==> config.mk <==
export PLATFORM = sky130hd
export DESIGN_NAME = stack_branch_exec
export DESIGN_NICKNAME = d
export VERILOG_FILES = /design/src/rtl/stack_branch_pkg.sv /design/src/rtl/cycle_timer.sv /design/src/rtl/stack_branch_exec.sv
export SDC_FILE = /design/constraint.sdc
export NUM_CORES = 1
export LEC_CHECK = 0
export ABC_CLOCK_PERIOD_IN_PS = 11400
export BUFFER_PORTS_ARGS = -buffer_cell sky130_fd_sc_hd__buf_2
export CORE_MARGIN = 2
export CORE_UTILIZATION = 37
export CTS_CLUSTER_DIAMETER = 150
export DETAILED_ROUTE_END_ITERATION = 8
export GPL_ROUTABILITY_DRIVEN = 0
export PLACE_DENSITY = 0.56
export SYNTH_ARGS = -nofsm -noshare
export SYNTH_HDL_FRONTEND = slang
export SYNTH_SLANG_ARGS = --single-unit
export TNS_END_PERCENT = 50
==> constraint.sdc <==
create_clock -name pclk -period 11.4 [get_ports pclk]
set_clock_uncertainty 0.2 [all_clocks]
set_input_delay 1.14 -clock pclk [delete_from_list [all_inputs] [get_ports pclk]]
set_output_delay 1.14 -clock pclk [all_outputs]
set_load 0.02 [all_outputs]
==> src/rtl/stack_branch_pkg.sv <==
// constants, register map and encodings for the stack frame and branch executor
// ****************************************************************************
// ****************************************************************************
`default_nettype none

package stack_branch_pkg;

	// ************************************************************************
	// register map (byte addresses)
	// ************************************************************************
	localparam logic [7:0] ADDR_CTRL    = 8'h00;
	localparam logic [7:0] ADDR_OPERAND = 8'h04;
	localparam logic [7:0] ADDR_CONFIG  = 8'h08;
	localparam logic [7:0] ADDR_STATUS  = 8'h0c;
	localparam logic [7:0] ADDR_CLOCKS  = 8'h10;
	localparam logic [7:0] ADDR_XFERS   = 8'h14;
	localparam logic [7:0] ADDR_GPR0    = 8'h20;
	localparam logic [7:0] ADDR_PC      = 8'h40;
	localparam logic [7:0] ADDR_PSW     = 8'h44;
	localparam logic [7:0] GPR_SPAN     = 8'h20;

	// ************************************************************************
	// general register indices
	// ************************************************************************
	localparam logic [2:0] IDX_AW = 3'h0;
	localparam logic [2:0] IDX_SP = 3'h4;
	localparam logic [2:0] IDX_BP = 3'h5;
	localparam logic [2:0] IDX_IY = 3'h7;

	// ************************************************************************
	// status word layout
	// ************************************************************************
	localparam int unsigned POS_MD  = 15;
	localparam logic [15:0] PSW_POP_MASK = 16'h0fc0;
	localparam logic [15:0] PSW_RESET    = 16'h8000;

	// ************************************************************************
	// control and status fields
	// ************************************************************************
	localparam int unsigned POS_BUS16    = 0;
	localparam int unsigned POS_BUSY     = 0;
	localparam int unsigned POS_EMUL     = 1;
	localparam int unsigned POS_REFUSED  = 2;

	// ************************************************************************
	// step sizes and offsets
	// ************************************************************************
	localparam logic [15:0] WORD_STEP    = 16'h0002;
	localparam logic [15:0] REGSET_STEP  = 16'h0010;
	localparam logic [2:0]  REGSET_WORDS = 3'h7;
	localparam logic [2:0]  REGSET_SKIP  = 3'h3;

	// ************************************************************************
	// clock figures (slow = 8-bit bus or odd address)
	// ************************************************************************
	localparam logic [11:0] CLK_POPPSW_SLOW  = 12'd12;
	localparam logic [11:0] CLK_POPPSW_FAST  = 12'd8;
	localparam logic [11:0] CLK_POPREG_SLOW  = 12'd75;
	localparam logic [11:0] CLK_POPREG_FAST  = 12'd43;
	localparam logic [11:0] CLK_FC0_SLOW     = 12'd16;
	localparam logic [11:0] CLK_FC0_FAST     = 12'd12;
	localparam logic [11:0] CLK_FCN_SLOW     = 12'd23;
	localparam logic [11:0] CLK_FCN_FAST     = 12'd19;
	localparam logic [11:0] CLK_FCLVL_SLOW   = 12'd16;
	localparam logic [11:0] CLK_FCLVL_FAST   = 12'd8;
	localparam logic [11:0] CLK_REL_SLOW     = 12'd10;
	localparam logic [11:0] CLK_REL_FAST     = 12'd6;
	localparam logic [11:0] CLK_BR_REL       = 12'd12;
	localparam logic [11:0] CLK_BR_REG       = 12'd11;

	// ************************************************************************
	// operations and sequencer states
	// ************************************************************************
	typedef enum logic [2:0] {
		OP_POP_PSW  = 3'h0,
		OP_POP_REGS = 3'h1,
		OP_FRAME_MK = 3'h2,
		OP_FRAME_RL = 3'h3,
		OP_BR_REL16 = 3'h4,
		OP_BR_REL8  = 3'h5,
		OP_BR_REG   = 3'h6,
		OP_NONE     = 3'h7
	} op_t;

	typedef enum logic [3:0] {
		ST_IDLE = 4'b0001,
		ST_STEP = 4'b0010,
		ST_MEM  = 4'b0100,
		ST_HOLD = 4'b1000
	} state_t;

endpackage

`default_nettype wire

==> src/rtl/cycle_timer.sv <==
// down counter that marks when an instruction's clock figure has elapsed
`default_nettype none

module cycle_timer #(
	parameter int unsigned WIDTH = 12
) (
	// clock and reset
	input  wire logic             pclk,
	input  wire logic             presetn,
	// control
	input  wire logic             load,
	input  wire logic [WIDTH-1:0] target,
	// status
	output logic                  expired
);

	logic [WIDTH-1:0] count_q;

	// load target minus one so the end falls on the target-th busy cycle
	always_ff @(posedge pclk or negedge presetn) begin
		if (!presetn) begin
			count_q <= '0;
		end else if (load) begin
			count_q <= target - WIDTH'(1);
		end else if (count_q != '0) begin
			count_q <= count_q - WIDTH'(1);
		end
	end

	assign expired = (count_q == '0);

endmodule

`default_nettype wire

==> src/rtl/stack_branch_exec.sv <==
// stack frame, status-word and near branch execution unit with apb registers
`default_nettype none

module stack_branch_exec (
	// clock and reset
	input  wire logic        pclk,
	input  wire logic        presetn,
	// apb slave
	input  wire logic [7:0]  paddr,
	input  wire logic        psel,
	input  wire logic        penable,
	input  wire logic        pwrite,
	input  wire logic [31:0] pwdata,
	output logic [31:0]      prdata,
	output logic             pready,
	output logic             pslverr,
	// stack memory port
	output logic             mem_req,
	output logic             mem_we,
	output logic [15:0]      mem_addr,
	output logic [15:0]      mem_wdata,
	input  wire logic [15:0] mem_rdata,
	input  wire logic        mem_ack,
	// emulation call markers
	input  wire logic        enter_emulation_break,
	input  wire logic        return_from_emulation,
	// state
	output logic             exec_busy
);

	// ************************************************************************
	// state
	// ************************************************************************
	stack_branch_pkg::state_t state_q;
	stack_branch_pkg::op_t    op_q;
	logic [15:0] gpr_q [8];
	logic [15:0] program_counter_q;
	logic [15:0] program_status_word_q;
	logic [15:0] local_area_size_q;
	logic [7:0]  nesting_level_q;
	logic        bus16_q;
	logic        emul_call_q;
	logic        refused_q;
	logic [11:0] clocks_q;
	logic [11:0] elapsed_q;
	logic [9:0]  xfers_q;
	logic [2:0]  phase_q;
	logic [2:0]  idx_q;
	logic [7:0]  loop_q;
	logic [15:0] temp_q;
	logic [15:0] hold_q;
	logic [31:0] prdata_q;
	logic        mem_req_q;
	logic        mem_we_q;
	logic [15:0] mem_addr_q;
	logic [15:0] mem_wdata_q;

	// ************************************************************************
	// apb decode
	// ************************************************************************
	wire        setup_ph    = psel && !penable;
	wire        wr_acc      = psel && penable && pwrite;
	wire        idle        = (state_q == stack_branch_pkg::ST_IDLE);
	wire        hit_ctrl    = (paddr == stack_branch_pkg::ADDR_CTRL);
	wire        hit_operand = (paddr == stack_branch_pkg::ADDR_OPERAND);
	wire        hit_config  = (paddr == stack_branch_pkg::ADDR_CONFIG);
	wire        hit_status  = (paddr == stack_branch_pkg::ADDR_STATUS);
	wire        hit_clocks  = (paddr == stack_branch_pkg::ADDR_CLOCKS);
	wire        hit_xfers   = (paddr == stack_branch_pkg::ADDR_XFERS);
	wire        hit_pc      = (paddr == stack_branch_pkg::ADDR_PC);
	wire        hit_psw     = (paddr == stack_branch_pkg::ADDR_PSW);
	wire        hit_gpr     = (paddr >= stack_branch_pkg::ADDR_GPR0) &&
	                          (paddr < stack_branch_pkg::ADDR_GPR0 + stack_branch_pkg::GPR_SPAN) &&
	                          (paddr[1:0] == 2'b00);
	wire [2:0]  gpr_sel     = paddr[4:2];
	wire        mapped      = hit_ctrl | hit_operand | hit_config | hit_status | hit_clocks |
	                          hit_xfers | hit_pc | hit_psw | hit_gpr;
	wire        start_req   = wr_acc && hit_ctrl;
	wire [2:0]  start_op    = pwdata[2:0];
	wire        start_ok    = start_req && idle && (start_op != stack_branch_pkg::OP_NONE);
	// architectural state is only writable while no instruction is running
	wire        arch_wr     = wr_acc && idle;

	wire [31:0] rd_status   = {29'h0, refused_q, emul_call_q, !idle};
	wire [31:0] rd_mux      =
		hit_ctrl    ? {29'h0, op_q} :
		hit_operand ? {8'h0, nesting_level_q, local_area_size_q} :
		hit_config  ? {31'h0, bus16_q} :
		hit_status  ? rd_status :
		hit_clocks  ? {20'h0, clocks_q} :
		hit_xfers   ? {22'h0, xfers_q} :
		hit_pc      ? {16'h0, program_counter_q} :
		hit_psw     ? {16'h0, program_status_word_q} :
		hit_gpr     ? {16'h0, gpr_q[gpr_sel]} : 32'h0000_0000;

	assign prdata  = prdata_q;
	assign pready  = 1'b1;
	assign pslverr = psel && penable && !mapped;

	// ************************************************************************
	// clock figures and documented transfer counts
	// ************************************************************************
	wire [15:0] sp          = gpr_q[stack_branch_pkg::IDX_SP];
	wire [15:0] bp          = gpr_q[stack_branch_pkg::IDX_BP];
	// fast figures only on the 16-bit bus with an even stack address
	wire        fast        = bus16_q && !sp[0];
	wire [11:0] extra_lvl   = 12'(nesting_level_q) - 12'd1;
	wire [11:0] fc_slow     = stack_branch_pkg::CLK_FCN_SLOW +
	                          12'(extra_lvl * stack_branch_pkg::CLK_FCLVL_SLOW);
	wire [11:0] fc_fast     = stack_branch_pkg::CLK_FCN_FAST +
	                          12'(extra_lvl * stack_branch_pkg::CLK_FCLVL_FAST);
	wire        lvl_zero    = (nesting_level_q == 8'h00);
	wire [2:0]  new_op      = start_op;
	logic [11:0] target;
	logic [9:0]  doc_xfers;

	always_comb begin
		target    = stack_branch_pkg::CLK_BR_REL;
		doc_xfers = 10'd0;
		case (new_op)
			stack_branch_pkg::OP_POP_PSW: begin
				target    = fast ? stack_branch_pkg::CLK_POPPSW_FAST : stack_branch_pkg::CLK_POPPSW_SLOW;
				doc_xfers = 10'd1;
			end
			stack_branch_pkg::OP_POP_REGS: begin
				target    = fast ? stack_branch_pkg::CLK_POPREG_FAST : stack_branch_pkg::CLK_POPREG_SLOW;
				doc_xfers = 10'(stack_branch_pkg::REGSET_WORDS);
			end
			stack_branch_pkg::OP_FRAME_MK: begin
				if (lvl_zero) begin
					target = fast ? stack_branch_pkg::CLK_FC0_FAST : stack_branch_pkg::CLK_FC0_SLOW;
				end else begin
					target = fast ? fc_fast : fc_slow;
				end
				doc_xfers = lvl_zero ? 10'd0 : 10'd1 + 10'(extra_lvl[8:0]) + 10'(extra_lvl[8:0]);
			end
			stack_branch_pkg::OP_FRAME_RL: begin
				target    = (bus16_q && !bp[0]) ? stack_branch_pkg::CLK_REL_FAST :
				            stack_branch_pkg::CLK_REL_SLOW;
				doc_xfers = 10'd1;
			end
			stack_branch_pkg::OP_BR_REL16: target = stack_branch_pkg::CLK_BR_REL;
			stack_branch_pkg::OP_BR_REL8:  target = stack_branch_pkg::CLK_BR_REL;
			stack_branch_pkg::OP_BR_REG:   target = stack_branch_pkg::CLK_BR_REG;
			default: target = stack_branch_pkg::CLK_BR_REL;
		endcase
	end

	logic expired;

	cycle_timer #(
		.WIDTH (12)
	) u_timer (
		.pclk    (pclk),
		.presetn (presetn),
		.load    (start_ok),
		.target  (target),
		.expired (expired)
	);

	// ************************************************************************
	// sequencing helpers
	// ************************************************************************
	localparam logic [15:0] WORD_STEP_C = stack_branch_pkg::WORD_STEP;
	// the saved stack pointer slot sits between frame base and base word
	wire [15:0] regset_off  = (idx_q < stack_branch_pkg::REGSET_SKIP) ?
	                          16'({idx_q, 1'b0}) : 16'({idx_q, 1'b0}) + WORD_STEP_C;
	wire [2:0]  regset_dst  = (idx_q < stack_branch_pkg::REGSET_SKIP) ?
	                          stack_branch_pkg::IDX_IY - idx_q : 3'd6 - idx_q;
	wire [15:0] sext_disp   = {{8{local_area_size_q[7]}}, local_area_size_q[7:0]};
	wire [15:0] psw_popped  = (program_status_word_q & ~stack_branch_pkg::PSW_POP_MASK) |
	                          (mem_rdata & stack_branch_pkg::PSW_POP_MASK);
	wire        md_popped   = emul_call_q ? mem_rdata[stack_branch_pkg::POS_MD] : 1'b1;
	wire        ack         = (state_q == stack_branch_pkg::ST_MEM) && mem_ack;
	wire        finish      = (state_q == stack_branch_pkg::ST_HOLD) && expired;

	assign mem_req   = mem_req_q;
	assign mem_we    = mem_we_q;
	assign mem_addr  = mem_addr_q;
	assign mem_wdata = mem_wdata_q;
	assign exec_busy = !idle;

	// ************************************************************************
	// apb side registers
	// ************************************************************************
	always_ff @(posedge pclk or negedge presetn) begin
		if (!presetn) begin
			prdata_q          <= 32'h0000_0000;
			bus16_q           <= 1'b0;
			local_area_size_q <= 16'h0000;
			nesting_level_q   <= 8'h00;
			refused_q         <= 1'b0;
			emul_call_q       <= 1'b0;
		end else begin
			if (setup_ph) begin
				prdata_q <= rd_mux;
			end
			if (arch_wr && hit_config) begin
				bus16_q <= pwdata[stack_branch_pkg::POS_BUS16];
			end
			if (arch_wr && hit_operand) begin
				local_area_size_q <= pwdata[15:0];
				nesting_level_q   <= pwdata[23:16];
			end
			if (start_req) begin
				refused_q <= !start_ok;
			end
			// a break in the same cycle as a return keeps the call open
			if (enter_emulation_break) begin
				emul_call_q <= 1'b1;
			end else if (return_from_emulation) begin
				emul_call_q <= 1'b0;
			end
		end
	end

	// ************************************************************************
	// sequencer
	// ************************************************************************
	always_ff @(posedge pclk or negedge presetn) begin
		if (!presetn) begin
			state_q               <= stack_branch_pkg::ST_IDLE;
			op_q                  <= stack_branch_pkg::OP_NONE;
			for (int i = 0; i < 8; i++) begin
				gpr_q[i] <= 16'h0000;
			end
			program_counter_q     <= 16'h0000;
			program_status_word_q <= stack_branch_pkg::PSW_RESET;
			clocks_q              <= 12'h000;
			elapsed_q             <= 12'h000;
			xfers_q               <= 10'h000;
			phase_q               <= 3'h0;
			idx_q                 <= 3'h0;
			loop_q                <= 8'h00;
			temp_q                <= 16'h0000;
			hold_q                <= 16'h0000;
			mem_req_q             <= 1'b0;
			mem_we_q              <= 1'b0;
			mem_addr_q            <= 16'h0000;
			mem_wdata_q           <= 16'h0000;
		end else begin
			if (!idle) begin
				elapsed_q <= elapsed_q + 12'd1;
			end
			case (state_q)
				stack_branch_pkg::ST_IDLE: begin
					if (arch_wr && hit_gpr) begin
						gpr_q[gpr_sel] <= pwdata[15:0];
					end
					if (arch_wr && hit_pc) begin
						program_counter_q <= pwdata[15:0];
					end
					if (arch_wr && hit_psw) begin
						program_status_word_q <= pwdata[15:0];
					end
					if (start_ok) begin
						op_q      <= stack_branch_pkg::op_t'(start_op);
						xfers_q   <= doc_xfers;
						elapsed_q <= 12'd1;
						phase_q   <= 3'h0;
						idx_q     <= 3'h0;
						loop_q    <= lvl_zero ? 8'h00 : nesting_level_q - 8'h01;
						state_q   <= stack_branch_pkg::ST_STEP;
					end
				end
				stack_branch_pkg::ST_STEP: begin
					state_q <= stack_branch_pkg::ST_MEM;
					mem_req_q <= 1'b1;
					mem_we_q  <= 1'b0;
					case (op_q)
						stack_branch_pkg::OP_POP_PSW: begin
							if (phase_q == 3'h0) begin
								mem_addr_q <= sp;
							end else begin
								mem_req_q <= 1'b0;
								state_q   <= stack_branch_pkg::ST_HOLD;
							end
						end
						stack_branch_pkg::OP_POP_REGS: begin
							if (idx_q != stack_branch_pkg::REGSET_WORDS) begin
								mem_addr_q <= sp + regset_off;
							end else begin
								gpr_q[stack_branch_pkg::IDX_SP] <= sp + stack_branch_pkg::REGSET_STEP;
								mem_req_q <= 1'b0;
								state_q   <= stack_branch_pkg::ST_HOLD;
							end
						end
						stack_branch_pkg::OP_FRAME_MK: begin
							case (phase_q)
								3'h0: begin
									mem_we_q    <= 1'b1;
									mem_addr_q  <= sp - stack_branch_pkg::WORD_STEP;
									mem_wdata_q <= bp;
								end
								3'h1: begin
									if (loop_q != 8'h00) begin
										mem_addr_q <= bp - stack_branch_pkg::WORD_STEP;
									end else if (!lvl_zero) begin
										mem_we_q    <= 1'b1;
										mem_addr_q  <= sp - stack_branch_pkg::WORD_STEP;
										mem_wdata_q <= temp_q;
										phase_q     <= 3'h3;
									end else begin
										mem_req_q <= 1'b0;
										phase_q   <= 3'h4;
										state_q   <= stack_branch_pkg::ST_STEP;
									end
								end
								3'h2: begin
									mem_we_q    <= 1'b1;
									mem_addr_q  <= sp - stack_branch_pkg::WORD_STEP;
									mem_wdata_q <= hold_q;
								end
								default: begin
									gpr_q[stack_branch_pkg::IDX_BP] <= temp_q;
									gpr_q[stack_branch_pkg::IDX_SP] <= sp - local_area_size_q;
									mem_req_q <= 1'b0;
									state_q   <= stack_branch_pkg::ST_HOLD;
								end
							endcase
						end
						stack_branch_pkg::OP_FRAME_RL: begin
							if (phase_q == 3'h0) begin
								gpr_q[stack_branch_pkg::IDX_SP] <= bp;
								mem_addr_q <= bp;
							end else begin
								mem_req_q <= 1'b0;
								state_q   <= stack_branch_pkg::ST_HOLD;
							end
						end
						stack_branch_pkg::OP_BR_REL16: begin
							program_counter_q <= program_counter_q + local_area_size_q;
							mem_req_q <= 1'b0;
							state_q   <= stack_branch_pkg::ST_HOLD;
						end
						stack_branch_pkg::OP_BR_REL8: begin
							program_counter_q <= program_counter_q + sext_disp;
							mem_req_q <= 1'b0;
							state_q   <= stack_branch_pkg::ST_HOLD;
						end
						stack_branch_pkg::OP_BR_REG: begin
							program_counter_q <= gpr_q[local_area_size_q[2:0]];
							mem_req_q <= 1'b0;
							state_q   <= stack_branch_pkg::ST_HOLD;
						end
						default: begin
							mem_req_q <= 1'b0;
							state_q   <= stack_branch_pkg::ST_HOLD;
						end
					endcase
				end
				stack_branch_pkg::ST_MEM: begin
					if (ack) begin
						mem_req_q <= 1'b0;
						mem_we_q  <= 1'b0;
						state_q   <= stack_branch_pkg::ST_STEP;
						case (op_q)
							stack_branch_pkg::OP_POP_PSW: begin
								program_status_word_q <= {md_popped, psw_popped[14:0]};
								gpr_q[stack_branch_pkg::IDX_SP] <= sp + stack_branch_pkg::WORD_STEP;
								phase_q <= 3'h1;
							end
							stack_branch_pkg::OP_POP_REGS: begin
								gpr_q[regset_dst] <= mem_rdata;
								idx_q <= idx_q + 3'h1;
							end
							stack_branch_pkg::OP_FRAME_MK: begin
								case (phase_q)
									3'h0: begin
										gpr_q[stack_branch_pkg::IDX_SP] <= sp - stack_branch_pkg::WORD_STEP;
										temp_q  <= sp - stack_branch_pkg::WORD_STEP;
										phase_q <= 3'h1;
									end
									3'h1: begin
										hold_q  <= mem_rdata;
										phase_q <= 3'h2;
									end
									3'h2: begin
										gpr_q[stack_branch_pkg::IDX_SP] <= sp - stack_branch_pkg::WORD_STEP;
										gpr_q[stack_branch_pkg::IDX_BP] <= bp - stack_branch_pkg::WORD_STEP;
										loop_q  <= loop_q - 8'h01;
										phase_q <= 3'h1;
									end
									default: begin
										gpr_q[stack_branch_pkg::IDX_SP] <= sp - stack_branch_pkg::WORD_STEP;
										phase_q <= 3'h4;
									end
								endcase
							end
							stack_branch_pkg::OP_FRAME_RL: begin
								gpr_q[stack_branch_pkg::IDX_BP] <= mem_rdata;
								gpr_q[stack_branch_pkg::IDX_SP] <= sp + stack_branch_pkg::WORD_STEP;
								phase_q <= 3'h1;
							end
							default: begin
								phase_q <= 3'h1;
							end
						endcase
					end
				end
				stack_branch_pkg::ST_HOLD: begin
					// a slow memory stretches the instruction past its figure
					if (finish) begin
						clocks_q <= elapsed_q;
						state_q  <= stack_branch_pkg::ST_IDLE;
					end
				end
				default: begin
					mem_req_q <= 1'b0;
					state_q   <= stack_branch_pkg::ST_IDLE;
				end
			endcase
		end
	end

endmodule

`default_nettype wire

# [Yosys cells after proc, flatten, opt, wreduce, memory -nomap -nowiden]
# Index checks and enable logic that the tools add are counted.
[op_classes] muxes=112 reduce_logical=66 magnitude_cmp=8 eq_ne=56 bitwise_logic=13 add_sub_neg=22
[ops] op="$mux W16" count=28
[ops] op="$bwmux W128" count=2
[ops] op="$mux W128" count=2
[ops] op="$pmux W16 S3" count=5
[ops] op="$pmux W64 S2" count=1
[ops] op="$bmux W16 S3" count=2
[ops] op="$demux W16 S3" count=2
[ops] op="$pmux W16 S2" count=3
[ops] op="$pmux W32 S3" count=1
[ops] op="$mux W12" count=7
[ops] op="$mux W32" count=2
[ops] op="$mux W64" count=1
[ops] op="$pmux W16 S4" count=1
[ops] op="$pmux W32 S2" count=1
[ops] op="$pmux W12 S5" count=1
[ops] op="$mux W24" count=2
[ops] op="$mux W8" count=5
[ops] op="$mux W3" count=12
[ops] op="$add A16 B16 Y16" count=2
[ops] op="$sub A16 B2 Y16 const B" count=2
[ops] op="$pmux W10 S3" count=1
[ops] op="$add A5 B12 Y12 const A" count=2
[ops] op="$mux W4" count=6
[ops] op="$ne A2 B2 Y1 const B" count=12
[ops] op="70 further kinds" count=174
[word_totals] inputBits=64 ff_bits=352

# [Longest topological paths before layout]
[depth] ltp_word=13 depth_mapped=14

# [Cells and area by module]
# A second synthesis with hierarchy kept.
[unflattened] cells_unflattened=2583 area_unflattened_um2=23596.4
[modules_own_cells] mod="stack_branch_exec" cells_per_inst=2476 area_each_um2=22688.0 seq_area_each_um2=8314.2 instances=1
[modules_own_cells] mod="cycle_timer" cells_per_inst=107 area_each_um2=908.4 seq_area_each_um2=300.3 instances=1

# [Least setup slack after synthesis]
# OpenSTA, ideal clock, no wires.
[synth_timing] kind="input to output" startpoint="input port paddr[3]" endpoint="output port pslverr" arrival_ps=3540 slack_ps=6520 cell_stages=6 path_buffers=4 cell_sequence="clkbuf_1 buf_1 buf_1 clkbuf_1 a211oi_1 nor4_1"
[synth_between] elab_chain_cells=11
[synth_lines] element="start: declaration" line_no="stack_branch_exec.sv:9" text="input wire logic [7:0] paddr,"
[synth_lines] element="$eq A8 B3 Y1 or $logic_not A8 Y1 (tied branches)" line_no="stack_branch_exec.sv:65, stack_branch_exec.sv:64"
[synth_lines] element="$or A1 B1 Y1 (5 in series)" line_no="stack_branch_exec.sv:76" text="wire mapped = hit_ctrl | hit_operand | hit_config | hit_status | hit_clocks |"
[synth_lines] element="$or A1 B1 Y1 (2 in series)" line_no="stack_branch_exec.sv:77" text="hit_xfers | hit_pc | hit_psw | hit_gpr;"
[synth_lines] element="$or A1 B1 Y1 (*)" line_no="stack_branch_exec.sv:77"
[synth_lines] element="$logic_not A1 Y1 (*)" line_no="stack_branch_exec.sv:98" text="assign pslverr = psel && penable && !mapped;"
[synth_lines] element="$logic_and A1 B1 Y1 (*)" line_no="stack_branch_exec.sv:98"
[synth_lines] element="end: declaration" line_no="stack_branch_exec.sv:16" text="output logic pslverr,"
# Mark *: on every way between the ends. The rest lies on a longest branch, timed or not.

# [Worst setup path after layout]
[layout_timing] startpoint="input port paddr[3]" endpoint="register u_timer.count_q[9]"
[layout_between] elab_chain_cells=5
[layout_lines] element="$logic_not A8 Y1 (*)" line_no="stack_branch_exec.sv:64" text="wire hit_ctrl = (paddr == stack_branch_pkg::ADDR_CTRL);"
[layout_lines] element="$logic_and A1 B1 Y1 (*)" line_no="stack_branch_exec.sv:78" text="wire start_req = wr_acc && hit_ctrl;"
[layout_lines] element="$logic_and A1 B1 Y1 (*) (2 in series)" line_no="stack_branch_exec.sv:80" text="wire start_ok = start_req && idle && (start_op != stack_branch_pkg::OP_NONE);"
[layout_lines] element="$mux W12 or $reduce_bool A2 Y1 (tied branches)"
[layout_lines] element="end signal: assignment" line_no="cycle_timer.sv:24" text="count_q <= target - WIDTH'(1);"
[layout_lines] element="end signal: assignment" line_no="cycle_timer.sv:26" text="count_q <= count_q - WIDTH'(1);"
[layout_lines] element="end: declaration" line_no="cycle_timer.sv:17" text="logic [WIDTH-1:0] count_q;"
# Marked as above.
# A chain may end at the register's enable or synchronous reset.

==> results.sh <==
export IMPL_status="completed"
export IMPL_syn_to_final_growth_pct=11.7
export IMPL_crit_top_cell="nand2_1"
export IMPL_slew_violations=0
export IMPL_synth_area_leaders="dfrtp_1, mux4_2, nand2_1"
export IMPL_netlist_area_sq_um=23400
export IMPL_die_area_sq_um=65200
export IMPL_path_cells="buf_2, nor4_1, and4_1, nand2_1, a22oi_2, or4b_4, nand4bb_4, or4_1, nand2_1"
export IMPL_fp_dieH_microns=255
export IMPL_setup_worst_path_class="primary input to register"
export IMPL_ys_ff_latch=344
export IMPL_hpwl_microns=66900
export IMPL_drcViolationCount=0
export IMPL_synth_top_area_cell="dfrtp_1"
export IMPL_postCtsSetupRepairBufs=0
export IMPL_grt_pass1_wl_microns=142000
export IMPL_cts_buffers=41
export IMPL_finalCritPeriodShare_pct=42.1
export IMPL_cpMaxStageDelayCell="nand2_1"
export IMPL_synth_most_common_cell="nand2_1"
export IMPL_clk_pin_slew_ps=60
export IMPL_dp_cells=3442
export IMPL_hold_viol_final=0
export IMPL_synth_cell_types=90
export IMPL_drt_total_wl_microns=95500
export IMPL_grt_overflow=0
export IMPL_fin_crit_ps=4800
export IMPL_fillers=6145
export IMPL_postSynthAreaPerCell_sq_um=8.85
export IMPL_cp_arrival_ps=5110
export IMPL_worst_setup_path_end_kind="register"
export IMPL_fin_tns_setup_ps=0
export IMPL_maxCapViolations=0
export IMPL_slew_headroom_pct=11.2
export IMPL_syn_instance_count=2643
export IMPL_stdcell_count=3516
export IMPL_htree_levels=2
export IMPL_async_reset_ff_share_pct=100
export IMPL_pin_count=133
export IMPL_synthTopCellsByCount="nand2_1, dfrtp_1, nor2_1"
export IMPL_ant_nets=0
export IMPL_p_leak_nw=10.7
export IMPL_utilization_pct=41.7
export IMPL_clk_latency_ps=590
export IMPL_power_density_nw_per_um2=219
export IMPL_ys_warn_count=0
export IMPL_fin_nets=2753
export IMPL_rsz0062_at_grt="no"
export IMPL_routed_via_density=6.47
export IMPL_cp_start_kind="primary input"
export IMPL_cts_sinks=344
export IMPL_grt_pass1_vias=21900
export IMPL_hold_path_class="register to register"
export IMPL_path_buf_inv=1
export IMPL_cpPeakStageDelay_ps=740
export IMPL_synth_top_area_share_pct=36.3
export IMPL_drive_gt1_share_pct=14.9
export IMPL_postCtsHoldBufs=0
export IMPL_numPortBuffers=115
export IMPL_initial_core_util_pct=37.3
export IMPL_firstDrtPassIters=9
export IMPL_cts_resized_gates=0
export IMPL_worstMarginPinSlew_ps=1320
export IMPL_grt_max_degree=87
export IMPL_cts_tree="built"
export IMPL_cp_max_fo=33
export IMPL_antenna_found_initial=0
export IMPL_drt_iter0_markers=3242
export IMPL_core_rowCount=92
export IMPL_fmax_mhz=209
export IMPL_ys_seq_area_share_pct=36.8
export IMPL_coreArea_sq_um=62700
export IMPL_die_w_microns=255
export IMPL_clk_path_buf_depth=3
export IMPL_setup_viol=0
export IMPL_synth_flop_cell="dfrtp_1"
export IMPL_detail_route_wl_per_cell_microns=27.2
export IMPL_place_ws_ps=6060
export IMPL_vias=22700
export IMPL_ir_drop_uv=93.4
export IMPL_grtUsageTotal_pct=28.6
export IMPL_cp_top_family="simple AND/OR/NAND/NOR gates"
export IMPL_synth_edf_count=0
export IMPL_setup_ws_ps=6600
export IMPL_cts_root_buf="clkbuf_16"
export IMPL_cp_required_ps=11720
## cells by family after synthesis
logic type               after synthesis  share of synthesized area [%]
AO/OA/AOI/OAI                        874                           25.5
AND/OR/NAND/NOR                      862                           17.0
flip-flops                           344                           36.8
buffers and inverters                278                           4.69
multiplexers                         147                           10.0
XOR/XNOR                              86                           3.22
adder cells (fa/ha/maj)               50                           2.77
other                                  2                         0.0321
## tightest hold or removal path, delay by kind of cell, from the launching register on
kind,cells,cell delay [ps]
AO/OA/AOI/OAI,1,60
flip-flops,1,340
AND/OR/NAND/NOR,1,40
## cells in the final DEF (no fill, tap or decap), types with 63 or more instances in the layout
cell type  count
nand2_1      367
dfrtp_1      337
nor2_1       210
o21ai_0      182
a21oi_1      147
buf_2        114
o21a_1        85
o221ai_1      85
mux4_2        64
a31oi_1       63
## power by group
| part | switching (mW) | internal, mW |
|---|---|---|
| Sequential | 0.509 | 1.52 |
| Combinational | 1.30 | 0.907 |
| Clock | 0.569 | 0.930 |
## sequential cells by signal, summed over array words and instances, names as in the netlist, 3 cells and up
name / count
elapsed_q: 12
loop_q: 8
program_status_word_q: 16
clocks_q: 12
mem_wdata: 16
hold_q: 16
bp: 16
local_area_size_q: 16
state_q: 4
phase_q: 3
xfers_q: 10
sp: 16
prdata: 24
u_timer.count_q: 12
temp_q: 16
mem_addr: 16
gpr_q: 96
nesting_level_q: 8
program_counter_q: 16
op_q: 3
idx_q: 3
## worst paths after layout
| check | start | end | slack (ps) | depth (start not counted) |
|---|---|---|---|---|
| max in group asynchronous | presetn | gpr_q[111]$_DFFE_PN0P_ | 8210 | 3 |
| min reg2reg | mem_addr[9]$_DFFE_PN0P_ | mem_addr[9]$_DFFE_PN0P_ | 270 | 2 |
| min | mem_addr[9]$_DFFE_PN0P_ | mem_addr[9]$_DFFE_PN0P_ | 270 | 2 |
| min in group asynchronous | presetn | mem_req$_DFFE_PN0P_ | 320 | 1 |
| max reg2reg | state_q[0]$_DFFE_PN1P_ | u_timer.count_q[9]$_DFFE_PN0P_ | 6770 | 8 |
| max | paddr[3] | u_timer.count_q[9]$_DFFE_PN0P_ | 6600 | 9 |
## stage by stage
stage          area [sq um]  power, mW  hold slack (ps)
2_1_floorplan         23400       3.38              249
3_3_place_gp          24600       4.10              265
3_5_place_dp          24600       4.17              268
4_1_cts               26100       5.68              281
5_1_grt               26100       6.00              302
6_report              26100       5.73              275
## cell type report
cell class / instances / area, sq um / share of cell area [%]
multi-input cells: 2028 / 13800 / 52.6
clock buffers: 53 / 1170 / 4.49
repair buffers: 167 / 976 / 3.73
clock inverters: 20 / 338 / 1.29
diodes: 1 / 2.50 / 0.00958
flip-flops and latches: 344 / 8620 / 33.0
inverters: 57 / 214 / 0.819
well taps: 846 / 1060 / 4.05
## per-layer routing
| layer | track usage, % | up-vias | routed length (microns) |
|---|---|---|---|
| met5 | 0 | - | 0 |
| met4 | 17.0 | 0 | 6430 |
| met3 | 4.90 | 283 | 8710 |
| met2 | 43.8 | 1246 | 42300 |
| met1 | 37.8 | 11300 | 38100 |
| li1 | - | 9881 | - |
Note: power is estimated with default switching activity, not from simulation.
